## config.mk

```make
export PLATFORM = sky130hd
export DESIGN_NAME = servo_offset_fault_action
export DESIGN_NICKNAME = d
export VERILOG_FILES = /design/src/rtl/servo_pkg.sv /design/src/rtl/servo_offset_fault_action.sv
export SDC_FILE = /design/constraint.sdc
export NUM_CORES = 1
export LEC_CHECK = 0
export BUFFER_PORTS_ARGS = -buffer_cell sky130_fd_sc_hd__buf_2
export CORE_ASPECT_RATIO = 2
export CORE_UTILIZATION = 66
export CTS_BUF_LIST = sky130_fd_sc_hd__clkbuf_4
export DETAILED_ROUTE_END_ITERATION = 8
export PLACE_DENSITY = 0.89
export SETUP_SLACK_MARGIN = 0.5
export SLEW_MARGIN = 0
export SYNTH_ARGS = -nofsm -noshare
export SYNTH_HDL_FRONTEND = slang
export SYNTH_SLANG_ARGS = --single-unit
```

## constraint.sdc

```tcl
create_clock -name clock_in -period 17.9 [get_ports clock_in]
set_input_delay 1.79 -clock clock_in [delete_from_list [all_inputs] [get_ports clock_in]]
set_output_delay 1.79 -clock clock_in [all_outputs]
set_load 0.01 [all_outputs]
```

## src/rtl/servo_pkg.sv

```systemverilog
// Package with constants and types for the servo offset and fault action block
package servo_pkg;
  localparam int DATA_W = 16;
  localparam int ADDR_W = 8;
  localparam int NUM_FAULTS = 6;
  localparam logic [DATA_W-1:0] FULL_SCALE = 16'h7fff;
  localparam logic [DATA_W-1:0] NEG_FULL_SCALE = 16'h8001;

  localparam logic [ADDR_W-1:0] ADDR_CTRL = 8'h00;
  localparam logic [ADDR_W-1:0] ADDR_FRICTION = 8'h04;
  localparam logic [ADDR_W-1:0] ADDR_VEL_OFFSET = 8'h08;
  localparam logic [ADDR_W-1:0] ADDR_TRQ_OFFSET = 8'h0c;
  localparam logic [ADDR_W-1:0] ADDR_OUT_OFFSET = 8'h10;
  localparam logic [ADDR_W-1:0] ADDR_ACTIONS = 8'h14;
  localparam logic [ADDR_W-1:0] ADDR_PERR_TOL = 8'h18;
  localparam logic [ADDR_W-1:0] ADDR_MAX_POS = 8'h1c;
  localparam logic [ADDR_W-1:0] ADDR_MAX_NEG = 8'h20;
  localparam logic [ADDR_W-1:0] ADDR_MAX_DECEL = 8'h24;
  localparam logic [ADDR_W-1:0] ADDR_FAULT_STAT = 8'h28;
  localparam logic [ADDR_W-1:0] ADDR_FAULT_CLR = 8'h2c;
  localparam logic [ADDR_W-1:0] ADDR_IRQ_STAT = 8'h30;
  localparam logic [ADDR_W-1:0] ADDR_IRQ_MASK = 8'h34;
  localparam logic [ADDR_W-1:0] ADDR_STATE = 8'h38;

  localparam int CTRL_SOFT_OT_EN = 0;
  localparam int CTRL_HOMED = 1;

  localparam int FLT_SOFT_OT = 0;
  localparam int FLT_HARD_OT = 1;
  localparam int FLT_POS_ERR = 2;
  localparam int FLT_FEEDBACK = 3;
  localparam int FLT_FB_NOISE = 4;
  localparam int FLT_DRIVE = 5;

  localparam logic [11:0] ACTIONS_RESET = 12'h000;

  typedef enum logic [1:0] {
    ACT_SHUTDOWN = 2'h0,
    ACT_DISABLE  = 2'h1,
    ACT_STOP     = 2'h2,
    ACT_STATUS   = 2'h3
  } action_t;

  typedef enum {ST_RUN, ST_STOPPING, ST_HALTED, ST_DISABLED} axis_state_t;

  typedef struct packed {
    logic              write;
    logic              read;
    logic [ADDR_W-1:0] addr;
    logic [31:0]       wdata;
  } bus_req_t;

  typedef struct packed {
    logic signed [DATA_W-1:0] vel_cmd;
    logic signed [DATA_W-1:0] trq_cmd;
    logic signed [DATA_W-1:0] servo_out;
    logic signed [DATA_W-1:0] pos_err;
    logic signed [DATA_W-1:0] position;
  } loop_in_t;
endpackage

```

## src/rtl/servo_offset_fault_action.sv

```systemverilog
// Servo output conditioning and fault action logic for one axis
// Summary of operation
// - Add friction level to positive output, subtract it from negative output.
// - Friction compensation only while position error is non-zero.
// - Add velocity offset to position loop velocity command.
// - Add torque offset, clamped to full rated torque, to torque command.
// - Velocity and torque offsets take effect only on the coarse update tick.
// - Add signed output offset within ten volts to servo output.
// - Six fault sources each have a two bit action selector.
// - Disable drive action zeroes command output and drops drive enable.
// - Shutdown does disable drive and also opens the OK contact.
// - Stop command ramps command to rest at max deceleration, drive enabled.
// - After stop action halts axis, motion requests are rejected until cleared.
// - Status only action just reports; software decides the response.
// - Position error fault when error magnitude exceeds tolerance either way.
// - Soft overtravel fault when enabled, homed and position beyond limits.
`timescale 1ns/1ns
module servo_offset_fault_action #(
  parameter int DW = servo_pkg::DATA_W
) (
  input  wire logic                        clock_in,
  input  wire logic                        rst_n_in,
  input  wire logic                        tick_in,
  input  wire servo_pkg::bus_req_t         bus_in,
  input  wire servo_pkg::loop_in_t         loop_in,
  input  wire logic signed [DW-1:0]        cmd_vel_in,
  input  wire logic                        move_req_in,
  input  wire logic                        hard_ot_in,
  input  wire logic                        feedback_flt_in,
  input  wire logic                        fb_noise_in,
  input  wire logic                        drive_flt_in,
  output logic [31:0]                      rdata_out,
  output logic signed [DW-1:0]             vel_cmd_out,
  output logic signed [DW-1:0]             trq_cmd_out,
  output logic signed [DW-1:0]             amp_cmd_out,
  output logic signed [DW-1:0]             ramp_vel_out,
  output logic                             drive_en_out,
  output logic                             ok_contact_out,
  output logic                             move_accept_out,
  output logic                             irq_out
);

  function automatic logic signed [DW-1:0] sat_add(input logic signed [DW-1:0] a,
                                                   input logic signed [DW-1:0] b);
    logic signed [DW:0] s;
    s = {a[DW-1], a} + {b[DW-1], b};
    if (s > $signed({1'b0, servo_pkg::FULL_SCALE}))
      sat_add = servo_pkg::FULL_SCALE;
    else if (s < $signed({1'b1, servo_pkg::NEG_FULL_SCALE}))
      sat_add = servo_pkg::NEG_FULL_SCALE;
    else
      sat_add = s[DW-1:0];
  endfunction

  function automatic logic [1:0] rank(input logic [1:0] act);
    rank = act;
  endfunction

  logic [1:0]               ctrl;
  logic signed [DW-1:0]     friction;
  logic signed [DW-1:0]     vel_offset;
  logic signed [DW-1:0]     trq_offset;
  logic signed [DW-1:0]     out_offset;
  logic [11:0]              actions;
  logic signed [DW-1:0]     perr_tol;
  logic signed [DW-1:0]     max_pos;
  logic signed [DW-1:0]     max_neg;
  logic [DW-1:0]            max_decel;
  logic signed [DW-1:0]     vel_offset_live;
  logic signed [DW-1:0]     trq_offset_live;
  logic [5:0]               fault_flag;
  logic [5:0]               irq_stat;
  logic [5:0]               irq_mask;
  logic signed [DW-1:0]     ramp_vel;
  servo_pkg::axis_state_t   state;
  servo_pkg::axis_state_t   next_state;

  wire wr = bus_in.write;
  wire rd = bus_in.read;
  wire [servo_pkg::ADDR_W-1:0] addr = bus_in.addr;
  wire [DW-1:0] wd = bus_in.wdata[DW-1:0];

  wire signed [DW-1:0] perr = loop_in.pos_err;
  wire signed [DW-1:0] pos = loop_in.position;
  wire signed [DW-1:0] neg_tol = -perr_tol;
  wire perr_fault = (perr > perr_tol) || (perr < neg_tol);
  wire soft_ot = ctrl[servo_pkg::CTRL_SOFT_OT_EN] && ctrl[servo_pkg::CTRL_HOMED]
                 && ((pos > max_pos) || (pos < max_neg));
  wire [5:0] fault_now = {drive_flt_in, fb_noise_in, feedback_flt_in,
                          perr_fault, hard_ot_in, soft_ot};
  wire [5:0] fault_rise = fault_now & ~fault_flag;
  wire clr_wr = wr && (addr == servo_pkg::ADDR_FAULT_CLR);
  wire [5:0] next_fault_flag = fault_now | (fault_flag & ~(clr_wr ? wd[5:0] : 6'h00));

  logic [1:0] worst;
  always_comb begin
    worst = servo_pkg::ACT_STATUS;
    for (int i = 0; i < servo_pkg::NUM_FAULTS; i++) begin
      if (fault_flag[i] && rank(actions[2*i +: 2]) < rank(worst)) begin
        worst = actions[2*i +: 2];
      end
    end
  end
  wire shutdown = (worst == servo_pkg::ACT_SHUTDOWN);
  wire disable_drv = shutdown || (worst == servo_pkg::ACT_DISABLE);
  wire stop_cmd = (worst == servo_pkg::ACT_STOP);

  wire signed [DW-1:0] decel = $signed(max_decel);
  wire ramp_done = (ramp_vel <= decel) && (ramp_vel >= -decel);
  wire signed [DW-1:0] next_ramp = ramp_done ? '0
                                   : (ramp_vel > 0 ? ramp_vel - decel : ramp_vel + decel);

  always_comb begin
    next_state = state;
    case (state)
      servo_pkg::ST_RUN: begin
        if (disable_drv) next_state = servo_pkg::ST_DISABLED;
        else if (stop_cmd) next_state = servo_pkg::ST_STOPPING;
      end
      servo_pkg::ST_STOPPING: begin
        if (disable_drv) next_state = servo_pkg::ST_DISABLED;
        else if (tick_in && ramp_done) next_state = servo_pkg::ST_HALTED;
      end
      servo_pkg::ST_HALTED: begin
        if (disable_drv) next_state = servo_pkg::ST_DISABLED;
        else if (fault_flag == 6'h00) next_state = servo_pkg::ST_RUN;
      end
      servo_pkg::ST_DISABLED: begin
        if (!disable_drv && !stop_cmd) next_state = servo_pkg::ST_RUN;
        else if (!disable_drv) next_state = servo_pkg::ST_HALTED;
      end
      default: next_state = servo_pkg::ST_RUN;
    endcase
  end

  wire signed [DW-1:0] trq_off_cl = (wd[DW-1] == 1'b0) ? $signed(wd)
                                    : (($signed(wd) < $signed(servo_pkg::NEG_FULL_SCALE))
                                       ? $signed(servo_pkg::NEG_FULL_SCALE) : $signed(wd));
  wire signed [DW-1:0] fric_cl = wd[DW-1] ? '0 : $signed(wd);
  wire signed [DW-1:0] so = loop_in.servo_out;
  wire signed [DW-1:0] fric_term = (perr == '0 || so == '0) ? '0
                                   : (so > 0 ? friction : -friction);
  wire signed [DW-1:0] amp_next = sat_add(sat_add(so, fric_term), out_offset);
  wire servo_off = (state == servo_pkg::ST_DISABLED) || disable_drv;

  wire [31:0] rd_mux =
      addr == servo_pkg::ADDR_CTRL       ? {30'h0, ctrl} :
      addr == servo_pkg::ADDR_FRICTION   ? {{16{1'b0}}, friction} :
      addr == servo_pkg::ADDR_VEL_OFFSET ? {{16{1'b0}}, vel_offset} :
      addr == servo_pkg::ADDR_TRQ_OFFSET ? {{16{1'b0}}, trq_offset} :
      addr == servo_pkg::ADDR_OUT_OFFSET ? {{16{1'b0}}, out_offset} :
      addr == servo_pkg::ADDR_ACTIONS    ? {20'h0, actions} :
      addr == servo_pkg::ADDR_PERR_TOL   ? {{16{1'b0}}, perr_tol} :
      addr == servo_pkg::ADDR_MAX_POS    ? {{16{1'b0}}, max_pos} :
      addr == servo_pkg::ADDR_MAX_NEG    ? {{16{1'b0}}, max_neg} :
      addr == servo_pkg::ADDR_MAX_DECEL  ? {{16{1'b0}}, max_decel} :
      addr == servo_pkg::ADDR_FAULT_STAT ? {26'h0, fault_flag} :
      addr == servo_pkg::ADDR_IRQ_STAT   ? {26'h0, irq_stat} :
      addr == servo_pkg::ADDR_IRQ_MASK   ? {26'h0, irq_mask} :
      addr == servo_pkg::ADDR_STATE      ? {28'h0, 2'(state), worst} : 32'h0;

  wire irq_rd = rd && (addr == servo_pkg::ADDR_IRQ_STAT);
  wire [5:0] next_irq_stat = fault_rise | (irq_rd ? 6'h00 : irq_stat);

  // Register write selects
  wire sel_ctrl  = wr && (addr == servo_pkg::ADDR_CTRL);
  wire sel_fric  = wr && (addr == servo_pkg::ADDR_FRICTION);
  wire sel_vel   = wr && (addr == servo_pkg::ADDR_VEL_OFFSET);
  wire sel_trq   = wr && (addr == servo_pkg::ADDR_TRQ_OFFSET);
  wire sel_out   = wr && (addr == servo_pkg::ADDR_OUT_OFFSET);
  wire sel_act   = wr && (addr == servo_pkg::ADDR_ACTIONS);
  wire sel_tol   = wr && (addr == servo_pkg::ADDR_PERR_TOL);
  wire sel_maxp  = wr && (addr == servo_pkg::ADDR_MAX_POS);
  wire sel_maxn  = wr && (addr == servo_pkg::ADDR_MAX_NEG);
  wire sel_decel = wr && (addr == servo_pkg::ADDR_MAX_DECEL);
  wire sel_mask  = wr && (addr == servo_pkg::ADDR_IRQ_MASK);

  // Stop ramp steps on ticks and holds its value once halted
  wire signed [DW-1:0] next_ramp_vel =
      (state == servo_pkg::ST_STOPPING) ? (tick_in ? next_ramp : ramp_vel) :
      (state == servo_pkg::ST_HALTED)   ? ramp_vel : cmd_vel_in;

  always_ff @(posedge clock_in) begin
    if (!rst_n_in) ctrl <= 2'h0;
    else if (sel_ctrl) ctrl <= wd[1:0];
  end

  always_ff @(posedge clock_in) begin
    if (!rst_n_in) friction <= '0;
    else if (sel_fric) friction <= fric_cl;
  end

  always_ff @(posedge clock_in) begin
    if (!rst_n_in) vel_offset <= '0;
    else if (sel_vel) vel_offset <= $signed(wd);
  end

  always_ff @(posedge clock_in) begin
    if (!rst_n_in) trq_offset <= '0;
    else if (sel_trq) trq_offset <= trq_off_cl;
  end

  always_ff @(posedge clock_in) begin
    if (!rst_n_in) out_offset <= '0;
    else if (sel_out) out_offset <= $signed(wd);
  end

  always_ff @(posedge clock_in) begin
    if (!rst_n_in) actions <= servo_pkg::ACTIONS_RESET;
    else if (sel_act) actions <= bus_in.wdata[11:0];
  end

  always_ff @(posedge clock_in) begin
    if (!rst_n_in) perr_tol <= servo_pkg::FULL_SCALE;
    else if (sel_tol) perr_tol <= fric_cl;
  end

  always_ff @(posedge clock_in) begin
    if (!rst_n_in) max_pos <= servo_pkg::FULL_SCALE;
    else if (sel_maxp) max_pos <= $signed(wd);
  end

  always_ff @(posedge clock_in) begin
    if (!rst_n_in) max_neg <= servo_pkg::NEG_FULL_SCALE;
    else if (sel_maxn) max_neg <= $signed(wd);
  end

  always_ff @(posedge clock_in) begin
    if (!rst_n_in) max_decel <= 16'h0001;
    else if (sel_decel) max_decel <= wd;
  end

  always_ff @(posedge clock_in) begin
    if (!rst_n_in) irq_mask <= 6'h00;
    else if (sel_mask) irq_mask <= wd[5:0];
  end

  always_ff @(posedge clock_in) begin
    if (!rst_n_in) begin
      vel_offset_live <= '0;
      trq_offset_live <= '0;
      fault_flag      <= 6'h00;
      irq_stat        <= 6'h00;
      state           <= servo_pkg::ST_RUN;
      ramp_vel        <= '0;
    end else begin
      if (tick_in) begin
        vel_offset_live <= vel_offset;
        trq_offset_live <= trq_offset;
      end
      fault_flag <= next_fault_flag;
      irq_stat   <= next_irq_stat;
      state      <= next_state;
      ramp_vel   <= next_ramp_vel;
    end
  end

  always_ff @(posedge clock_in) begin
    if (!rst_n_in) rdata_out <= 32'h0;
    else rdata_out <= rd ? rd_mux : 32'h0;
  end

  always_ff @(posedge clock_in) begin
    if (!rst_n_in) vel_cmd_out <= '0;
    else vel_cmd_out <= servo_off ? '0 : sat_add(loop_in.vel_cmd, vel_offset_live);
  end

  always_ff @(posedge clock_in) begin
    if (!rst_n_in) trq_cmd_out <= '0;
    else trq_cmd_out <= servo_off ? '0 : sat_add(loop_in.trq_cmd, trq_offset_live);
  end

  always_ff @(posedge clock_in) begin
    if (!rst_n_in) amp_cmd_out <= '0;
    else amp_cmd_out <= servo_off ? '0 : amp_next;
  end

  always_ff @(posedge clock_in) begin
    if (!rst_n_in) ramp_vel_out <= '0;
    else ramp_vel_out <= next_ramp_vel;
  end

  always_ff @(posedge clock_in) begin
    if (!rst_n_in) drive_en_out <= 1'b0;
    else drive_en_out <= !servo_off;
  end

  always_ff @(posedge clock_in) begin
    if (!rst_n_in) ok_contact_out <= 1'b0;
    else ok_contact_out <= !shutdown;
  end

  always_ff @(posedge clock_in) begin
    if (!rst_n_in) move_accept_out <= 1'b0;
    else move_accept_out <= move_req_in && (state == servo_pkg::ST_RUN) && !stop_cmd
                            && !servo_off;
  end

  always_ff @(posedge clock_in) begin
    if (!rst_n_in) irq_out <= 1'b0;
    else irq_out <= |(next_irq_stat & irq_mask);
  end

endmodule

```

==> flow_summary.toml <==
[worst_hold_path]
whs_path_depth = 2
hp-class = "register to register"
worst_hold_startpoint = "max_neg[2]$_SDFFE_PN0P_"

[drt]
vias_per_cell = 6.875
drt_wl_total_mm = 73.89
vias = 20940
drc = 0
wl_per_cell_um = 24.26
drt-initial-drc-count = 1784
drt_first_pass_iters = 7
drt.antenna.violating_nets = 0

[worst_setup_path]
startpoint = "loop_in[27]"
critical_path_class = "input pin to register"
critPathArrivalTime_ns = 9.60
end_kind = "register"
startpoint_type = "input pin"
worstRegToRegCells = 24
path_max_fanout = 16
critical_path_required_ns = 18.53
timing.rr.start = "friction[2]$_SDFFE_PN0P_"

[die]
die_h_um = 242.2
rows = 87
die_w_um = 122.1
core_area_um2 = 28300
pin_count = 246
die-area_um2 = 29570
start_util_pct = 67.27

[timing]
setup_viol = 0
max-slew-margin-rel_pct = 1.298
rsz0062_at_grt = "false"
max_freq_ghz = 0.1114
hold_viol = 0
tns_ns = 0
fin_crit_sh_pct = 50.13
fin_crit_ns = 8.973
maxSlewViolCount = 0
fin_ws_ns = 8.927
tightest_slew_ns = 1.465
holdWs_ns = 0.4592
fin_worst_skew_ns = 0.05524

[cts]
clock_latency_ns = 0.84
cts.sinks = 276
clk_path_buf_depth = 3
cts.repair_timing.setup_buffer_count = 0
ctsResizeCount = 0
root_buffer = "clkbuf_4"
cts_tree = "yes"
cts_buffers = 61
cts_hold_buf = 0
htree_levels = 2
clk_pin_slew_ns = 0.07

[finish]
drive_gt1_share_pct = 13.71
ff_latch_area_um2 = 5525
layout.nets = 2965
finalNonFillerCells = 3046
area_growth_pct = 10.20
fin_area_um2 = 20980
utilization_pct = 74.13
multi_input_area_um2 = 12460
final.fill_count = 2318

[synth]
synth.avg_cell_area_um2 = 7.743
synth_cells = 2459
synth_edf_count = 0
yosysSeqAreaShare_pct = 29.02
yosysUniqueCellTypes = 93
async_reset_ff_share_pct = 0
synthFlopType = "dfxtp_1"
synth.most_common_cell = "nand2_1"
synth_top_area_cell = "dfxtp_1"
yosysTopAreaCellShare_pct = 29.02
ys_warn_count = 0
synth.top_cells.by_count = "nand2_1, dfxtp_1, a21oi_1"
syn_area_um2 = 19040
ys_ff_latch = 276
yosys-top-cells-area = "dfxtp_1, ha_1, a21oi_1"

[placement]
post-dp-hpwl_mm = 55.18
place_area_um2 = 20160
dp.cells = 2927
io_buffers = 213
pre_cts_ws_ns = 8.341
globalplace.congestion = 1.074

[power_and_ir_drop]
powerDensity_nw_per_um2 = 78.53
ir_drop_mv = 0.08459
p_leak_nw = 9.001
finalPower_mw = 1.648

[status]
status = "complete, but fails checks"
violations = "max-capacitance violations"

[grt]
track_usage_pct = 50.57
grt_overflow = 0
grt_pass1_vias = 20950
antenna_found_initial = 5
grt_pass1_wl_mm = 113.5
grt_max_degree = 89

[flow_run]
drv_cap = 1
[routing by layer]
| metal | wire (um) | track usage (%) |
|---|---|---|
| met1 | 21230 | 42.18 |
| met2 | 35140 | 84.86 |
| met3 | 7118 | 17.35 |
| met4 | 10400 | 58.03 |
| met5 | 0 | 0 |
[report_power, final]
| part | switching (mW) | leakage, nW | internal (mW) |
|---|---|---|---|
| Combinational | 0.291 | 6.29 | 0.161 |
| Sequential | 0.0356 | 2.24 | 0.639 |
| Clock | 0.277 | 0.472 | 0.244 |
| Total | 0.604 | 9.00 | 1.04 |
[cell type report]
type                    count  area share (%)
flip-flops and latches    276           26.33
clock inverters            33          0.9780
multi-input cells        1926           59.38
clock buffers              81           2.898
well taps                 356           2.123
inverters                 137           2.463
diodes                      5         0.05963
repair buffers            232           5.761
[worst paths after layout]
kind	endpoint	slack (ns)
setup / recovery	amp_cmd_out[4]$_SDFF_PP0_	8.93
hold / removal	max_neg[2]$_SDFFE_PN0P_	0.46
setup reg to reg	amp_cmd_out[4]$_SDFF_PP0_	10.08
hold reg to reg	max_neg[2]$_SDFFE_PN0P_	0.46
[critical path: stages]
cell and delay, ns:
buf_2 0.13, nor4_1 0.33, nand4_1 0.43, nand2_1 0.54, nor2_1 0.10, ha_1 0.24, fa_1 0.43, a211oi_1 0.36
o21ai_0 0.23, a311oi_1 0.51, o31a_1 0.18, a21oi_1 0.13, or4_1 0.59, o21ai_1 0.47, a21oi_1 0.11, ha_1 0.36
nor2b_1 0.19, o31ai_4 0.32, a21oi_1 0.14, a2111oi_2 0.33, xnor2_1 0.14, or4b_2 0.72, nor4_2 0.69, a211oi_1 0.13
[flip-flops by register name, summed over array words and instances (netlist names), 16 cells and up]
signal           cells
max_neg             16
vel_cmd_out         16
out_offset          16
max_pos             16
ramp_vel_out        16
amp_cmd_out         16
trq_offset          16
decel               16
trq_offset_live     16
vel_offset_live     16
trq_cmd_out         16
rdata_out           16
vel_offset          16
[kinds of logic after synthesis]
family,count (synthesis),synth area share (%)
buf+inv,272,5.836
flops,276,29.02
other cells,1,0.01970
simple gates,866,21.75
fa+ha+maj,189,12.60
compound gates,730,24.71
xor+xnor,82,3.772
mux,43,2.293
[cell usage in the layout, fill, tap and decap left out, types with 51 or more instances in the layout]
cell / count
buf_2: 213
a21oi_1: 269
nor3_1: 66
nand3_1: 63
ha_1: 179
nor2_1: 205
inv_1: 135
nand2_1: 309
dfxtp_1: 276
clkbuf_4: 81
o211ai_1: 51
xnor2_1: 61
o21ai_0: 100
Note: power is estimated with default switching activity, not from simulation.
